[config.mk]
export PLATFORM = sky130hd
export DESIGN_NAME = byte_crc16_generator
export DESIGN_NICKNAME = d
export VERILOG_FILES = /design/src/crc_regs_pkg.sv /design/src/byte_crc16_generator.sv /design/src/crc_byte_fold.sv /design/src/byte_stage_fifo.sv
export SDC_FILE = /design/constraint.sdc
export NUM_CORES = 1
export LEC_CHECK = 0
export BUFFER_PORTS_ARGS = -buffer_cell sky130_fd_sc_hd__buf_2
export CAP_MARGIN = 20
export CORE_UTILIZATION = 30
export CTS_CLUSTER_SIZE = 25
export DETAILED_ROUTE_END_ITERATION = 10
export GPL_TIMING_DRIVEN = 0
export SLEW_MARGIN = 20
export SYNTH_ARGS = -nofsm -noshare
export SYNTH_HDL_FRONTEND = slang
export SYNTH_SLANG_ARGS = --single-unit
[constraint.sdc]
create_clock -name aclk -period 4 [get_ports aclk]
set_clock_uncertainty 0.2 [all_clocks]
set_input_delay 0.8 -clock aclk [delete_from_list [all_inputs] [get_ports aclk]]
set_output_delay 0.8 -clock aclk [all_outputs]
set_load 0.1 [all_outputs]
[src/crc_regs_pkg.sv]
// register map, field positions, codes and constants of the byte crc unit
package crc_regs_pkg;
	localparam int ADDR_W = 5;
	localparam int DATA_W = 32;
	localparam int BYTE_W = 8;
	localparam int SUM_W = 16;
	localparam int WORD_LSB = 2;
	localparam int FIFO_DEPTH = 2;
	localparam logic [ADDR_W-1:0] OFS_CONTROL = 5'h00;
	localparam logic [ADDR_W-1:0] OFS_INPUT = 5'h04;
	localparam logic [ADDR_W-1:0] OFS_LOW = 5'h08;
	localparam logic [ADDR_W-1:0] OFS_HIGH = 5'h0C;
	localparam logic [ADDR_W-1:0] OFS_ENGINE = 5'h10;
	localparam int POLYNOMIAL_SELECT_SEL_BIT = 0;
	localparam int HOLD_BIT = 0;
	localparam int BUSY_BIT = 1;
	localparam int LANE0 = 0;
	localparam logic POLYNOMIAL_SELECT_SEL_RESET = 1'h0;
	localparam logic HOLD_RESET = 1'h0;
	localparam logic POLYNOMIAL_SELECT_IS_CRC16 = 1'h1;
	localparam logic [SUM_W-1:0] POLYNOMIAL_SELECT_CRC16 = 16'h8005;
	localparam logic [SUM_W-1:0] POLYNOMIAL_SELECT_CCITT = 16'h1021;
	localparam logic [SUM_W-1:0] SUM_RESET = 16'h0000;
	localparam logic [BYTE_W-1:0] BYTE_RESET = 8'h00;
	localparam logic [DATA_W-1:0] WORD_ZERO = 32'h00000000;
	localparam logic [1:0] RESP_OKAY = 2'h0;
	localparam logic [1:0] RESP_SLVERR = 2'h2;
	// register selected by an address, one-hot
	typedef enum logic [5:0] {
		SEL_NONE = 6'h01,
		SEL_CONTROL = 6'h02,
		SEL_INPUT = 6'h04,
		SEL_LOW = 6'h08,
		SEL_HIGH = 6'h10,
		SEL_ENGINE = 6'h20
	} reg_sel_t;
endpackage : crc_regs_pkg

[src/byte_crc16_generator.sv]
// byte-wide crc-16 / crc-ccitt unit behind an axi4-lite register slave
`timescale 1ns/100ps
`default_nettype none

// How it works
// - only the two fixed polynomials exist, crc-16 and crc-ccitt.
// - one select bit in the control register picks the polynomial.
// - checksum bits 15..8 sit in the high register, 7..0 in the low.
// - each input-register write with lane 0 enabled folds the byte into the held checksum.
// - one byte per write, folded in one cycle unless hold is set, readable right after.
// - the byte is xored into the checksum high byte first.
// - each bit step shifts left by one, zero into the lsb.
// - if the bit shifted out was one, xor in the polynomial constant.
// - the constant is 8005h for crc-16 and 1021h for ccitt.
// - eight such steps complete one byte.
// - bytes chain on the previous checksum; no final inversion.
// - select 0 is ccitt, 1 is crc-16, resets 0, other bits read 0.
// - input and both checksum registers are read/write, reset to zero.
module byte_crc16_generator
	import crc_regs_pkg::*;
#(
	parameter int STAGE_DEPTH = crc_regs_pkg::FIFO_DEPTH
) (
	input wire logic aclk, // system clock
	input wire logic aresetn, // synchronous reset, low
	input wire logic [crc_regs_pkg::ADDR_W-1:0] s_axi_awaddr, // write address
	input wire logic s_axi_awvalid, // write address valid
	output logic s_axi_awready, // write address taken
	input wire logic [crc_regs_pkg::DATA_W-1:0] s_axi_wdata, // write data
	input wire logic [3:0] s_axi_wstrb, // byte lane enables
	input wire logic s_axi_wvalid, // write data valid
	output logic s_axi_wready, // write data taken
	output logic [1:0] s_axi_bresp, // write response code
	output logic s_axi_bvalid, // write response valid
	input wire logic s_axi_bready, // master takes response
	input wire logic [crc_regs_pkg::ADDR_W-1:0] s_axi_araddr, // read address
	input wire logic s_axi_arvalid, // read address valid
	output logic s_axi_arready, // read address taken
	output logic [crc_regs_pkg::DATA_W-1:0] s_axi_rdata, // read data
	output logic [1:0] s_axi_rresp, // read response code
	output logic s_axi_rvalid, // read data valid
	input wire logic s_axi_rready // master takes read data
);
	import crc_regs_pkg::*;

	typedef enum logic [1:0] {
		WR_IDLE = 2'h1,
		WR_RESP = 2'h2
	} wr_state_t;

	typedef enum logic [1:0] {
		RD_IDLE = 2'h1,
		RD_RESP = 2'h2
	} rd_state_t;

	// write address and data holding
	logic aw_held_ff, nxt_aw_held;
	logic [ADDR_W-1:0] awaddr_ff, nxt_awaddr;
	logic awready_ff, nxt_awready;
	logic w_held_ff, nxt_w_held;
	logic [BYTE_W-1:0] w_byte_ff, nxt_w_byte;
	logic w_lane_ff, nxt_w_lane;
	logic wready_ff, nxt_wready;

	// write response
	wr_state_t wr_state_ff, nxt_wr_state;
	logic bvalid_ff, nxt_bvalid;
	logic [1:0] bresp_ff, nxt_bresp;

	// read channel
	rd_state_t rd_state_ff, nxt_rd_state;
	logic arready_ff, nxt_arready;
	logic rvalid_ff, nxt_rvalid;
	logic [DATA_W-1:0] rdata_ff, nxt_rdata;
	logic [1:0] rresp_ff, nxt_rresp;

	// block registers
	logic polynomial_select_ff, nxt_polynomial_select;
	logic hold_ff, nxt_hold;
	logic [BYTE_W-1:0] crc_input_byte_ff, nxt_crc_input_byte;
	logic [SUM_W-1:0] running_checksum_ff, nxt_running_checksum;

	// glue between bus, stage buffer and fold logic
	reg_sel_t wr_sel, rd_sel;
	logic aw_take, w_take, ar_take;
	logic apply, push, direct_load;
	logic stage_in_ready, stage_out_valid, stage_out_ready;
	logic [BYTE_W-1:0] stage_out_data;
	logic [SUM_W-1:0] folded_sum;
	logic fold_fire;

	// word-aligned decode; byte offsets inside a word are ignored
	function automatic reg_sel_t decode(input logic [ADDR_W-1:0] a);
		logic [ADDR_W-1:WORD_LSB] w;
		w = a[ADDR_W-1:WORD_LSB];
		if (w == OFS_CONTROL[ADDR_W-1:WORD_LSB]) begin
			return SEL_CONTROL;
		end else if (w == OFS_INPUT[ADDR_W-1:WORD_LSB]) begin
			return SEL_INPUT;
		end else if (w == OFS_LOW[ADDR_W-1:WORD_LSB]) begin
			return SEL_LOW;
		end else if (w == OFS_HIGH[ADDR_W-1:WORD_LSB]) begin
			return SEL_HIGH;
		end else if (w == OFS_ENGINE[ADDR_W-1:WORD_LSB]) begin
			return SEL_ENGINE;
		end
		return SEL_NONE;
	endfunction : decode

	assign wr_sel = decode(awaddr_ff);
	assign rd_sel = decode(s_axi_araddr);
	assign aw_take = s_axi_awvalid & awready_ff;
	assign w_take = s_axi_wvalid & wready_ff;
	assign ar_take = s_axi_arvalid & arready_ff;

	// a write is carried out once both halves are held; an input write
	// with lane 0 enabled waits while the stage buffer is full, which back-pressures the bus
	assign apply = (wr_state_ff == WR_IDLE) & aw_held_ff & w_held_ff
		& ((wr_sel != SEL_INPUT) | ~w_lane_ff | stage_in_ready);
	assign push = apply & (wr_sel == SEL_INPUT) & w_lane_ff;
	assign direct_load = apply & w_lane_ff & ((wr_sel == SEL_LOW) | (wr_sel == SEL_HIGH));

	// the fold stalls on the hold bit and whenever a seed load wins the cycle
	assign stage_out_ready = ~hold_ff & ~direct_load;
	assign fold_fire = stage_out_valid & stage_out_ready;

	// buffer so a stalled fold never drops a byte
	byte_stage_fifo #(
		.WIDTH(BYTE_W),
		.DEPTH(STAGE_DEPTH)
	) u_stage (
		.aclk(aclk),
		.aresetn(aresetn),
		.in_valid(push),
		.in_ready(stage_in_ready),
		.in_data(w_byte_ff),
		.out_valid(stage_out_valid),
		.out_ready(stage_out_ready),
		.out_data(stage_out_data)
	);

	// one byte against the current checksum and current select
	crc_byte_fold #(
		.BITS(BYTE_W)
	) u_fold (
		.sum_in(running_checksum_ff),
		.data_in(stage_out_data),
		.polynomial_select_sel(polynomial_select_ff),
		.sum_out(folded_sum)
	);

	// write address capture; released when the response is taken
	always_comb begin
		nxt_aw_held = aw_held_ff;
		nxt_awaddr = awaddr_ff;
		if (aw_take) begin
			nxt_aw_held = 1'b1;
			nxt_awaddr = s_axi_awaddr;
		end else if (bvalid_ff && s_axi_bready) begin
			nxt_aw_held = 1'b0;
		end
		nxt_awready = ~nxt_aw_held;
	end

	always_ff @(posedge aclk) begin
		if (!aresetn) begin
			aw_held_ff <= 1'b0;
			awaddr_ff <= '0;
			awready_ff <= 1'b0;
		end else begin
			aw_held_ff <= nxt_aw_held;
			awaddr_ff <= nxt_awaddr;
			awready_ff <= nxt_awready;
		end
	end

	// write data capture; only lane 0 carries register bits
	always_comb begin
		nxt_w_held = w_held_ff;
		nxt_w_byte = w_byte_ff;
		nxt_w_lane = w_lane_ff;
		if (w_take) begin
			nxt_w_held = 1'b1;
			nxt_w_byte = s_axi_wdata[BYTE_W-1:0];
			nxt_w_lane = s_axi_wstrb[LANE0];
		end else if (bvalid_ff && s_axi_bready) begin
			nxt_w_held = 1'b0;
		end
		nxt_wready = ~nxt_w_held;
	end

	always_ff @(posedge aclk) begin
		if (!aresetn) begin
			w_held_ff <= 1'b0;
			w_byte_ff <= BYTE_RESET;
			w_lane_ff <= 1'b0;
			wready_ff <= 1'b0;
		end else begin
			w_held_ff <= nxt_w_held;
			w_byte_ff <= nxt_w_byte;
			w_lane_ff <= nxt_w_lane;
			wready_ff <= nxt_wready;
		end
	end

	// write response sequencing
	always_comb begin
		nxt_wr_state = wr_state_ff;
		nxt_bvalid = bvalid_ff;
		nxt_bresp = bresp_ff;
		case (wr_state_ff)
			WR_IDLE: begin
				if (apply) begin
					nxt_wr_state = WR_RESP;
					nxt_bvalid = 1'b1;
					nxt_bresp = (wr_sel == SEL_NONE) ? RESP_SLVERR : RESP_OKAY;
				end
			end
			WR_RESP: begin
				if (s_axi_bready) begin
					nxt_wr_state = WR_IDLE;
					nxt_bvalid = 1'b0;
					nxt_bresp = RESP_OKAY;
				end
			end
			default: begin
				nxt_wr_state = WR_IDLE;
				nxt_bvalid = 1'b0;
				nxt_bresp = RESP_OKAY;
			end
		endcase
	end

	always_ff @(posedge aclk) begin
		if (!aresetn) begin
			wr_state_ff <= WR_IDLE;
			bvalid_ff <= 1'b0;
			bresp_ff <= RESP_OKAY;
		end else begin
			wr_state_ff <= nxt_wr_state;
			bvalid_ff <= nxt_bvalid;
			bresp_ff <= nxt_bresp;
		end
	end

	// read sequencing; data is sampled from the registers at the take edge
	always_comb begin
		nxt_rd_state = rd_state_ff;
		nxt_arready = arready_ff;
		nxt_rvalid = rvalid_ff;
		nxt_rdata = rdata_ff;
		nxt_rresp = rresp_ff;
		case (rd_state_ff)
			RD_IDLE: begin
				nxt_arready = 1'b1;
				if (ar_take) begin
					nxt_rd_state = RD_RESP;
					nxt_arready = 1'b0;
					nxt_rvalid = 1'b1;
					nxt_rresp = RESP_OKAY;
					nxt_rdata = WORD_ZERO;
					case (rd_sel)
						SEL_CONTROL: nxt_rdata[POLYNOMIAL_SELECT_SEL_BIT] = polynomial_select_ff;
						SEL_INPUT: nxt_rdata[BYTE_W-1:0] = crc_input_byte_ff;
						SEL_LOW: nxt_rdata[BYTE_W-1:0] = running_checksum_ff[BYTE_W-1:0];
						SEL_HIGH: nxt_rdata[BYTE_W-1:0] = running_checksum_ff[SUM_W-1:BYTE_W];
						SEL_ENGINE: begin
							nxt_rdata[HOLD_BIT] = hold_ff;
							nxt_rdata[BUSY_BIT] = stage_out_valid;
						end
						default: nxt_rresp = RESP_SLVERR;
					endcase
				end
			end
			RD_RESP: begin
				if (s_axi_rready) begin
					nxt_rd_state = RD_IDLE;
					nxt_arready = 1'b1;
					nxt_rvalid = 1'b0;
				end
			end
			default: begin
				nxt_rd_state = RD_IDLE;
				nxt_arready = 1'b0;
				nxt_rvalid = 1'b0;
			end
		endcase
	end

	always_ff @(posedge aclk) begin
		if (!aresetn) begin
			rd_state_ff <= RD_IDLE;
			arready_ff <= 1'b0;
			rvalid_ff <= 1'b0;
			rdata_ff <= WORD_ZERO;
			rresp_ff <= RESP_OKAY;
		end else begin
			rd_state_ff <= nxt_rd_state;
			arready_ff <= nxt_arready;
			rvalid_ff <= nxt_rvalid;
			rdata_ff <= nxt_rdata;
			rresp_ff <= nxt_rresp;
		end
	end

	// register updates; a seed load beats a fold in the same cycle,
	// which is safe because the fold is stalled for that cycle
	always_comb begin
		nxt_polynomial_select = polynomial_select_ff;
		nxt_hold = hold_ff;
		nxt_crc_input_byte = crc_input_byte_ff;
		nxt_running_checksum = running_checksum_ff;
		if (apply && w_lane_ff && wr_sel == SEL_CONTROL) begin
			nxt_polynomial_select = w_byte_ff[POLYNOMIAL_SELECT_SEL_BIT];
		end
		if (apply && w_lane_ff && wr_sel == SEL_ENGINE) begin
			nxt_hold = w_byte_ff[HOLD_BIT];
		end
		if (push) begin
			nxt_crc_input_byte = w_byte_ff;
		end
		if (direct_load) begin
			if (wr_sel == SEL_HIGH) begin
				nxt_running_checksum[SUM_W-1:BYTE_W] = w_byte_ff;
			end else begin
				nxt_running_checksum[BYTE_W-1:0] = w_byte_ff;
			end
		end else if (fold_fire) begin
			nxt_running_checksum = folded_sum;
		end
	end

	always_ff @(posedge aclk) begin
		if (!aresetn) begin
			polynomial_select_ff <= POLYNOMIAL_SELECT_SEL_RESET;
			hold_ff <= HOLD_RESET;
			crc_input_byte_ff <= BYTE_RESET;
			running_checksum_ff <= SUM_RESET;
		end else begin
			polynomial_select_ff <= nxt_polynomial_select;
			hold_ff <= nxt_hold;
			crc_input_byte_ff <= nxt_crc_input_byte;
			running_checksum_ff <= nxt_running_checksum;
		end
	end

	// every bus output comes straight from its register
	assign s_axi_awready = awready_ff;
	assign s_axi_wready = wready_ff;
	assign s_axi_bvalid = bvalid_ff;
	assign s_axi_bresp = bresp_ff;
	assign s_axi_arready = arready_ff;
	assign s_axi_rvalid = rvalid_ff;
	assign s_axi_rdata = rdata_ff;
	assign s_axi_rresp = rresp_ff;
endmodule : byte_crc16_generator
`default_nettype wire

[src/crc_byte_fold.sv]
// combinational fold of one byte into the 16-bit running checksum
`timescale 1ns/100ps
`default_nettype none
module crc_byte_fold
	import crc_regs_pkg::*;
#(
	parameter int BITS = crc_regs_pkg::BYTE_W
) (
	input wire logic [crc_regs_pkg::SUM_W-1:0] sum_in, // checksum before the byte
	input wire logic [BITS-1:0] data_in, // byte to fold in
	input wire logic polynomial_select_sel, // 1 crc-16, 0 ccitt
	output logic [crc_regs_pkg::SUM_W-1:0] sum_out // checksum after the byte
);
	import crc_regs_pkg::*;

	// one shift with conditional xor, keyed on the bit shifted out
	function automatic logic [SUM_W-1:0] shift_step(input logic [SUM_W-1:0] v,
			input logic [SUM_W-1:0] polynomial_select);
		logic [SUM_W-1:0] shifted;
		shifted = {v[SUM_W-2:0], 1'b0};
		return v[SUM_W-1] ? (shifted ^ polynomial_select) : shifted;
	endfunction : shift_step

	// only the two fixed constants exist; nothing is programmable
	always_comb begin
		logic [SUM_W-1:0] polynomial_select;
		logic [SUM_W-1:0] tmp;
		polynomial_select = (polynomial_select_sel == POLYNOMIAL_SELECT_IS_CRC16) ? POLYNOMIAL_SELECT_CRC16 : POLYNOMIAL_SELECT_CCITT;
		tmp = sum_in ^ (SUM_W'(data_in) << (SUM_W - BITS));
		for (int i = 0; i < BITS; i++) begin
			tmp = shift_step(tmp, polynomial_select);
		end
		sum_out = tmp;
	end
endmodule : crc_byte_fold
`default_nettype wire

[src/byte_stage_fifo.sv]
// small flip-flop fifo with valid and ready on both sides
`timescale 1ns/100ps
`default_nettype none
module byte_stage_fifo
	import crc_regs_pkg::*;
#(
	parameter int WIDTH = crc_regs_pkg::BYTE_W,
	parameter int DEPTH = crc_regs_pkg::FIFO_DEPTH
) (
	input wire logic aclk, // system clock
	input wire logic aresetn, // synchronous reset, low
	input wire logic in_valid, // word offered
	output logic in_ready, // room for a word
	input wire logic [WIDTH-1:0] in_data, // word in
	output logic out_valid, // word waiting
	input wire logic out_ready, // consumer takes word
	output logic [WIDTH-1:0] out_data // oldest word
);
	import crc_regs_pkg::*;
	localparam int PTR_W = (DEPTH > 1) ? $clog2(DEPTH) : 1;
	localparam int CNT_W = $clog2(DEPTH + 1);
	localparam logic [PTR_W-1:0] LAST = PTR_W'(DEPTH - 1);
	localparam logic [CNT_W-1:0] FULL = CNT_W'(DEPTH);

	logic [WIDTH-1:0] mem_ff [DEPTH];
	logic [WIDTH-1:0] nxt_mem [DEPTH];
	logic [PTR_W-1:0] wptr_ff, nxt_wptr, rptr_ff, nxt_rptr;
	logic [CNT_W-1:0] count_ff, nxt_count;
	logic push, pop;

	// honest flags straight from the occupancy count
	assign in_ready = (count_ff != FULL);
	assign out_valid = (count_ff != '0);
	assign out_data = mem_ff[rptr_ff];
	assign push = in_valid & in_ready;
	assign pop = out_valid & out_ready;

	// pointer and storage update
	always_comb begin
		nxt_mem = mem_ff;
		nxt_wptr = wptr_ff;
		nxt_rptr = rptr_ff;
		nxt_count = count_ff;
		if (push) begin
			nxt_mem[wptr_ff] = in_data;
			nxt_wptr = (wptr_ff == LAST) ? '0 : wptr_ff + 1'b1;
		end
		if (pop) begin
			nxt_rptr = (rptr_ff == LAST) ? '0 : rptr_ff + 1'b1;
		end
		if (push && !pop) begin
			nxt_count = count_ff + 1'b1;
		end else if (pop && !push) begin
			nxt_count = count_ff - 1'b1;
		end
	end

	always_ff @(posedge aclk) begin
		if (!aresetn) begin
			wptr_ff <= '0;
			rptr_ff <= '0;
			count_ff <= '0;
			for (int i = 0; i < DEPTH; i++) begin
				mem_ff[i] <= '0;
			end
		end else begin
			wptr_ff <= nxt_wptr;
			rptr_ff <= nxt_rptr;
			count_ff <= nxt_count;
			mem_ff <= nxt_mem;
		end
	end
endmodule : byte_stage_fifo
`default_nettype wire

======== After elaboration in Yosys (flattened, before gate mapping) ========
Index checks and enable logic that the tools add are counted.
word-level totals
  register bits ........................... 83
cells by class
  mux-type cells .......................... 72
  equality and inequality tests ........... 31
  $add $sub $neg .......................... 4
  magnitude comparators ................... 3
  reductions and logical operators ........ 20
  bitwise gates (word level) .............. 32
operators with widths
  cell                                                                   count
  16-bit 2-to-1 mux                                                      11
  16-bit XOR                                                             9
  6-bit 2-to-1 mux                                                       12
  8-bit 2-to-1 mux                                                       6
  1-bit 2-to-1 mux                                                       22
  2-bit 2-to-1 mux                                                       10
  6-bit one-hot mux with 3 select lines                                  1
  16-bit bitwise mux                                                     1
  1-bit bitwise AND                                                      13
  3-bit by 2-bit equality test with 1-bit output, second input constant  4
  6-bit by 2-bit equality test with 1-bit output, second input constant  2
  6-bit by 3-bit equality test with 1-bit output, second input constant  2
  6-bit by 4-bit equality test with 1-bit output, second input constant  2
  6-bit by 5-bit equality test with 1-bit output, second input constant  2
  6-bit equality test, second input constant                             2
  2-bit inequality test, second input constant                           6
  2-bit one-hot mux with 2 select lines                                  3
  2-bit AND reduction                                                    5
  8-bit demux with 1-bit select                                          1
  1-bit logical AND                                                      7
  3-bit by 1-bit equality test with 1-bit output, second input constant  2
  3-bit equality test, second input constant                             2
  6-bit by 1-bit equality test with 1-bit output, second input constant  1
  3-bit zero test                                                        2
  18 further kinds                                                       34

======== Depth between registers and ports, before layout ========
Gate-level depths: netlist of run 1.
  depth in word-level cells ............... 23
  depth in mapped cells ................... 9
  depth with buffers taken out ............ 8

======== By module ========
A second synthesis of run 1 with hierarchy kept.
unflattened totals
  cell total of the unflattened synthesis .. 478
  area, all modules ....................... 4560.6 um2
modules (own cells, without submodules)
  module                instances  cells each  seq. area each (um2)  area each (um2)
  byte_crc16_generator  1          324         1141.1                3016.6
  byte_stage_fifo       1          91          400.4                 928.4
  crc_byte_fold         1          63          0.0                   615.6

======== Least setup slack after synthesis of run 1 ========
No wires, ideal clock.
  path type ............................... register to register
  start point ............................. register wr_state_ff[1]
  end point ............................... register u_stage.count_ff[1]
  data required time ...................... 3.730 ns
  path buffers ............................ 1
  path slack .............................. 0.812 ns
  period minus slack after synthesis ...... 3.188 ns
  library setup time ...................... 0.070 ns
  stages on the path, launching flop included .. 9
  arrival time ............................ 2.917 ns
  path through ............................ dfxtp_1 -> and4b_1 -> and3_1 -> clkbuf_1 -> nor3_2 -> inv_1 -> ha_1 -> or3_1 -> a21oi_1
between the ends
  word-level cells in the longest chain between the ends .. 12
  elaborated cells between the ends (all ways) .. 18
  those cells by class .................... 1 x eq/ne; 1 x mux; 11 x bitwise; 5 x reduce/logical
ends and longest elaborated chain
  what                                                    line                         RTL
  start: declaration                                      byte_crc16_generator.sv:66   wr_state_t wr_state_ff, nxt_wr_state;
  start signal: assignment                                byte_crc16_generator.sv:240  wr_state_ff <= nxt_wr_state;
  2-bit by 1-bit equality test with 1-bit output *        byte_crc16_generator.sv:118  assign apply = (wr_state_ff == WR_IDLE) & aw_held_ff & w_held_ff
  1-bit bitwise AND * (2 in a row)                        byte_crc16_generator.sv:118
  1-bit bitwise AND *                                     byte_crc16_generator.sv:119  & ((wr_sel != SEL_INPUT) | ~w_lane_ff | stage_in_ready);
  1-bit bitwise AND (2 in a row)                          byte_crc16_generator.sv:121  assign direct_load = apply & w_lane_ff & ((wr_sel == SEL_LOW) | (wr_sel == SEL_HIGH));
  1-bit NOT                                               byte_crc16_generator.sv:124  assign stage_out_ready = ~hold_ff & ~direct_load;
  1-bit bitwise AND                                       byte_crc16_generator.sv:124
  1-bit bitwise AND                                       byte_stage_fifo.sv:36        assign pop = out_valid & out_ready;
  1-bit zero test                                         byte_stage_fifo.sv:51        if (push && !pop) begin
  1-bit logical AND                                       byte_stage_fifo.sv:51
  2-bit 2-to-1 mux or 2-bit nonzero test (tied branches)  n/a
  end signal: assignment                                  byte_stage_fifo.sv:69        count_ff <= nxt_count;
  end: declaration                                        byte_stage_fifo.sv:28        logic [CNT_W-1:0] count_ff, nxt_count;
Every way passes the cells marked *; elsewhere a longest branch is shown, timed or not.
A chain may end at the register's enable or synchronous reset.

======== Worst setup path after layout of run 1 ========
  start point ............................. register wr_state_ff[1]
  end point ............................... register u_stage.count_ff[1]
between the ends
  elaborated cells between the ends (all ways) .. 18
  those cells by class .................... 1 x eq/ne; 1 x mux; 11 x bitwise; 5 x reduce/logical
RTL lines
  what                                              line                         RTL
  2-bit by 1-bit equality test with 1-bit output *  byte_crc16_generator.sv:118
  1-bit bitwise AND * (2 in a row)                  byte_crc16_generator.sv:118
  1-bit bitwise AND *                               byte_crc16_generator.sv:119
  1-bit bitwise AND * (2 in a row)                  byte_crc16_generator.sv:120  assign push = apply & (wr_sel == SEL_INPUT) & w_lane_ff;
  1-bit bitwise AND *                               byte_stage_fifo.sv:35        assign push = in_valid & in_ready;
  named net u_stage.push                            byte_stage_fifo.sv:29        logic push, pop;
  1-bit zero test                                   byte_stage_fifo.sv:53        end else if (pop && !push) begin
  1-bit logical AND                                 byte_stage_fifo.sv:53
  2-bit nonzero test (no source line)               n/a
Mark *: on every way through the listed nets, which the timed path passes. The rest lies on a longest branch.

==> results of run 1 <==
## layer usage
layer / track usage / wire (um) / up-vias
met3: 0.0366 / 583 / 20
li1: - / - / 1826
met5: 0 / 0 / -
met2: 0.264 / 5300 / 101
met4: 0.0609 / 240 / 0
met1: 0.193 / 4730 / 1710
## cell usage after synthesis (3+ instances only)
| master | instances | area share |
|---|---|---|
| mux2i_1 | 11 | 0.026 |
| a22oi_1 | 8 | 0.014 |
| xnor2_1 | 25 | 0.052 |
| xor2_1 | 11 | 0.023 |
| nand3b_1 | 3 | 0.0054 |
| or3_1 | 5 | 0.0075 |
| nor2_1 | 57 | 0.051 |
| nor3_1 | 9 | 0.011 |
| nand3_1 | 17 | 0.020 |
| mux2_2 | 9 | 0.024 |
| dfxtp_1 | 77 | 0.37 |
| inv_1 | 6 | 0.0054 |
| a21oi_1 | 63 | 0.075 |
| nor2b_1 | 6 | 0.0090 |
| o21ai_0 | 18 | 0.022 |
| nor3b_1 | 7 | 0.013 |
| a21o_1 | 3 | 0.0054 |
| nand2_1 | 67 | 0.060 |
| xnor3_1 | 4 | 0.022 |
| a211oi_1 | 6 | 0.011 |
| and2_1 | 3 | 0.0045 |
| buf_4 | 26 | 0.047 |
| xnor2_2 | 4 | 0.016 |
| clkbuf_1 | 21 | 0.019 |
| ha_1 | 3 | 0.0090 |
## sequential cells by signal (all words and copies together), names as in the netlist, 2 cells and up
name / cells
rd_state_ff: 2
awaddr_ff: 3
s_axi_rdata: 8
u_stage.count_ff: 2
crc_input_byte_ff: 8
u_stage.mem_ff: 16
running_checksum_ff: 16
w_byte_ff: 8
wr_state_ff: 2
## cells by family after synthesis
family | Yosys count
AO/OA/AOI/OAI | 114
XOR/XNOR | 45
adder cells (fa/ha/maj) | 3
buffers and inverters | 57
flip-flops | 77
multiplexers | 24
other | 1
AND/OR/NAND/NOR | 183
## layout make-up
class | instances | area, um2 | share of cell area
Buffer | 50 | 293 | 0.0590
Clock buffer | 10 | 229 | 0.0461
Clock inverter | 6 | 63.8 | 0.0128
Inverter | 7 | 26.3 | 0.00529
Multi-Input combinational cell | 395 | 2410 | 0.486
Sequential cell | 77 | 1540 | 0.310
Tap cell | 176 | 220 | 0.0443
Timing Repair Buffer | 36 | 180 | 0.0363
## through the flow
stage          setup WS [ns]  area (um2)  hold WS [ns]
2_1_floorplan          0.812        4270         0.236
4_1_cts                0.969        4970         0.254
6_report               0.941        4970         0.254
3_5_place_dp           0.994        4670         0.246
5_1_grt                0.740        4970         0.274
3_3_place_gp            1.01        4670         0.242
## final timing paths
| kind | to | cells past startpoint |
|---|---|---|
| worst max-delay path | u_stage.count_ff[1] | 8 |
| worst min-delay path | u_stage.mem_ff[1] | 2 |
| worst max register to register | u_stage.count_ff[1] | 8 |
| worst min register to register | u_stage.mem_ff[1] | 2 |
## report_power, final
group | internal, uW | switching (uW) | total (uW)
combinational | 638 | 886 | 1520
clock | 481 | 315 | 796
sequential | 876 | 117 | 993
## critical path: stages (launching register included)
cell	delay [ns]
dfxtp_1	0.33
and4b_1	0.33
and2_0	0.23
nand3_1	0.31
inv_1	0.26
buf_1	0.45
ha_1	0.37
or3_1	0.37
a21oi_1	0.14
==> run_results.csv, run 1 <==
group,metric,value,unit
status,status,"complete, no violations",
layout,fillCellCount,1403,
power,leakagePower,0.00196,uW
synthesis,synth_seq_cells,77,
timing,clock.fmax,327,MHz
timing,period_share,0.765,
cts,cts.sink_count,77,
floorplanning,fp.dieW,120,um
detailed_routing,first_pass_iters,5,
critical_path,cp.arrival,3.12,ns
synthesis,syn_inst,504,
power,total_power,3310,uW
global_routing,grt_max_degree,14,
timing,timing_hold_violations_final,0,
layout,utilization,0.371,
min_path,hold_path_class,"reg -> reg",
cts,ctsResizeCount,0,
synthesis,yosysUniqueCellTypes,54,
cts,cts_buffers,9,
cts,cts_tree,"done",
synthesis,synth_ff_type,"dfxtp_1",
layout,antennaDiodeCount,0,
layout,final_common_cell,"dfxtp_1",
global_routing,track_usage,0.157,
synthesis,ys_seq_area_frac,0.369,
placement,hpwl,8050,um
synthesis,synthSimpleGateAreaFrac,0.197,
layout,nets,632,
synthesis,synth_xor_area_frac,0.119,
cts,cts-root-buf,"clkbuf_16",
layout,layout-drive-gt1-share,0.170,
synthesis,avgSynthCellArea,8.29,um2
cts,insertion_delay,0.34,ns
floorplanning,ios,94,
layout,area_delta_synth_final,18.8,%
synthesis,postSynth.asyncResetShare,0,
timing,timing.setup.tns,0,ns
critical_path,startpoint_type,"flop",
critical_path,worstSetupPathType,"reg -> reg",
synthesis,syn_area,4180,um2
detailed_routing,drc_errors,0,
floorplanning,start_util,0.312,
cts,h-tree-depth,3,
placement,placed_cells_incl_taps,741,
detailed_routing,dr_total_vias,3657,
timing,rsz0062_at_grt,"no",
critical_path,critPathRequiredTime,4.07,ns
detailed_routing,drtAntennaViolNets,0,
layout,stdcell_count,757,
power,max-vdd-ir-drop,437,uV
global_routing,grt_overflow,0,
critical_path,crit_path_start,"wr_state_ff[1]",
synthesis,synthMuxAreaShare,0.0680,
flow_run,maxCapViolCount,0,
detailed_routing,viasPerCell,4.83,
critical_path,path_max_fanout,10,
floorplanning,rows,42,
synthesis,yosys.area_share.adder,0.00898,
cts,clk_pin_slew_worst_paths,0.06,ns
timing,slew-limit-headroom,0.501,
synthesis,synth_compound_area_frac,0.160,
critical_path,cp-end-kind,"flop",
critical_path,r2r_slack,0.94,ns
cts,post-cts-setup-buffers,0,
synthesis,yosys_warnings,0,
global_routing,grt_pass1_vias,3485,
min_path,hold_path.startpoint,"u_stage.mem_ff[1]",
timing,maxSlewViolCount,0,
floorplanning,dieArea,14400,um2
placement,port_buffers,36,
power,power_density,667,nW/um2
layout,layout_common_cells,"dfxtp_1, nand2_1, a21oi_1",
detailed_routing,drt_iter0_drc,234,
detailed_routing,wl_per_cell,14.3,um
timing,setup_viol_count_final,0,
critical_path,r2r_start,"wr_state_ff[1]",
timing,worst_pin_slew,0.744,ns
global_routing,antenna_found_initial,0,
placement,gp_congestion,0.859,
cts,clockBufferDepth,2,
cts,postCtsHoldBufs,0,
timing,post-route-min-period,3.06,ns
floorplanning,dieHeight,120,um
global_routing,grt_pass1_wl,17700,um
synthesis,synth_top_family_by_area,"simple AND/OR/NAND/NOR gates",
synthesis,synth_edf_count,0,
floorplanning,core_area,13400,um2
detailed_routing,routed_wl,10900,um
Power figures use the tool's default switching activity.
==> run 2: changes to the inputs <==
Clock period 4 ns to 3.2 ns, I/O delays scaled along.
==> run 2 against run 1 <==
Total power up 25%. Flip-flop and latch count did not move. Die area unchanged. Critical path depth up 1. First-iteration DRC count rose by 6.0%. Critical path type unchanged. Clock power increased by 25%. Global-route usage is the same. Highest routed layer unchanged. Combinational power rose by 26%. Core utilization about the same. Sequential share of layout area about the same. Wire length down 0.44%.
==> run_results.csv, run 2 (synthesis gave the netlist of run 1 again) <==
group,metric,value,unit
timing,maxSlewViolCount,0,
critical_path,r2r_start,"wr_state_ff[1]",
critical_path,crit_family,"buffers and inverters",
floorplanning,core_area,13400,um2
cts,insertion_delay,0.34,ns
timing,timing.setup.tns,0,ns
layout,finalInstanceArea,4970,um2
placement,port_buffers,36,
critical_path,cp.buffers_inverters,2,
layout,layout_common_cells,"dfxtp_1, nand2_1, a21oi_1",
critical_path,crit_chain,"and4b_1, and3_1, clkbuf_1, nor3_4, a21oi_1, clkbuf_1, a211oi_1, a21oi_1, nor2_1",
global_routing,grt_pass1_wl,17700,um
detailed_routing,routed_wl,10800,um
cts,cts-root-buf,"clkbuf_16",
critical_path,crit_path_start,"wr_state_ff[1]",
floorplanning,ios,94,
floorplanning,fp.dieW,120,um
critical_path,cp.arrival,2.91,ns
critical_path,crit_path_max_incr_delay,0.44,ns
timing,slew-limit-headroom,0.519,
min_path,hold_path.startpoint,"u_stage.mem_ff[1]",
layout,antennaDiodeCount,0,
detailed_routing,drtAntennaViolNets,0,
layout,reg_top3,"running_checksum_ff x16, u_stage.mem_ff x16",
power,leakagePower,0.00196,uW
floorplanning,dieArea,14400,um2
global_routing,grt_overflow,0,
timing,period_share,0.911,
layout,nets,631,
status,status,"complete, no violations",
cts,cts.sink_count,77,
cts,clockBufferDepth,2,
floorplanning,dieHeight,120,um
floorplanning,start_util,0.312,
critical_path,startpoint_type,"flop",
floorplanning,rows,42,
detailed_routing,first_pass_iters,5,
detailed_routing,drc_errors,0,
critical_path,worstSetupPathType,"reg -> reg",
timing,rsz0062_at_grt,"no",
critical_path,critPathRequiredTime,3.19,ns
cts,cts_buffers,9,
placement,gp_congestion,0.859,
timing,post-route-min-period,2.92,ns
critical_path,path_max_fanout,10,
detailed_routing,dr_total_vias,3622,
layout,area_delta_synth_final,18.9,%
detailed_routing,drt_iter0_drc,248,
timing,clock.fmax,343,MHz
timing,timing_hold_violations_final,0,
layout,layout-drive-gt1-share,0.171,
global_routing,antenna_found_initial,0,
timing,setup_viol_count_final,0,
critical_path,cp-end-kind,"flop",
placement,hpwl,8050,um
global_routing,grt_max_degree,14,
detailed_routing,viasPerCell,4.79,
timing,hold_slack,0.254,ns
cts,clk_pin_slew_worst_paths,0.06,ns
flow_run,maxCapViolCount,0,
timing,worst_pin_slew,0.720,ns
power,max-vdd-ir-drop,552,uV
critical_path,crit_slowest_cell,"a21oi_1",
detailed_routing,wl_per_cell,14.3,um
power,power_density,835,nW/um2
layout,final_common_cell,"dfxtp_1",
global_routing,track_usage,0.157,
cts,cts_tree,"done",
min_path,hold_path_class,"reg -> reg",
layout,fillCellCount,1401,
cts,h-tree-depth,3,
placement,place_area,4670,um2
global_routing,grt_pass1_vias,3485,
run 2: repair_timing:
item                                    CTS  global route
endpoints found under the setup margin    0             2
buffers inserted                          0             0
resized for setup                         0             1
hold buffers                              0             0
run 2: per-layer routing:
metal | vias up | part of all wire | track usage
met5 | - | 0 | 0
met4 | 0 | 0.015 | 0.0609
met3 | 15 | 0.047 | 0.0366
met2 | 85 | 0.50 | 0.264
met1 | 1697 | 0.44 | 0.193
li1 | 1825 | - | -
run 2: power breakdown:
part / internal (uW) / leakage (uW) / switching [uW] / total, uW
clock network: 602 / 0.000138 / 393 / 995
registers: 1090 / 0.000626 / 146 / 1240
logic: 801 / 0.00120 / 1110 / 1910
total: 2500 / 0.00196 / 1650 / 4150
run 2: final cells by class:
type	instances	area [um2]	area share
multi-input combinational	395	2420	0.487
sequential	77	1540	0.310
inverter	7	26.3	0.00529
timing repair buffer	36	180	0.0363
tap	176	220	0.0443
clock inverter	6	63.8	0.0128
clock buffer	10	229	0.0461
buffer	49	289	0.0582
run 2: path summary, 6_finish.rpt:
check | cells after the start | end | slack [ns]
min | 2 | u_stage.mem_ff[1] | 0.25
max reg2reg | 9 | running_checksum_ff[11] | 0.28
max | 9 | running_checksum_ff[11] | 0.28
min reg2reg | 2 | u_stage.mem_ff[1] | 0.25
run 2: through the flow:
step | utilization | setup slack (ns) | power, uW | instances
after global placement | 0.349 | 0.215 | 3100 | 741
final | 0.371 | 0.284 | 4150 | 756
after floorplan | - | 0.0121 | 2800 | 529
after CTS | 0.371 | 0.169 | 4140 | 757
after detailed placement | 0.349 | 0.194 | 3130 | 741
after global routing | 0.371 | 0.118 | 4380 | 756
run 2: worst register-to-register path, cell delays in order (launching register included):
cell	delay (ns)
dfxtp_1	0.33
and4b_1	0.33
and3_1	0.17
clkbuf_1	0.41
nor3_4	0.17
a21oi_1	0.44
clkbuf_1	0.44
a211oi_1	0.09
a21oi_1	0.14
nor2_1	0.06
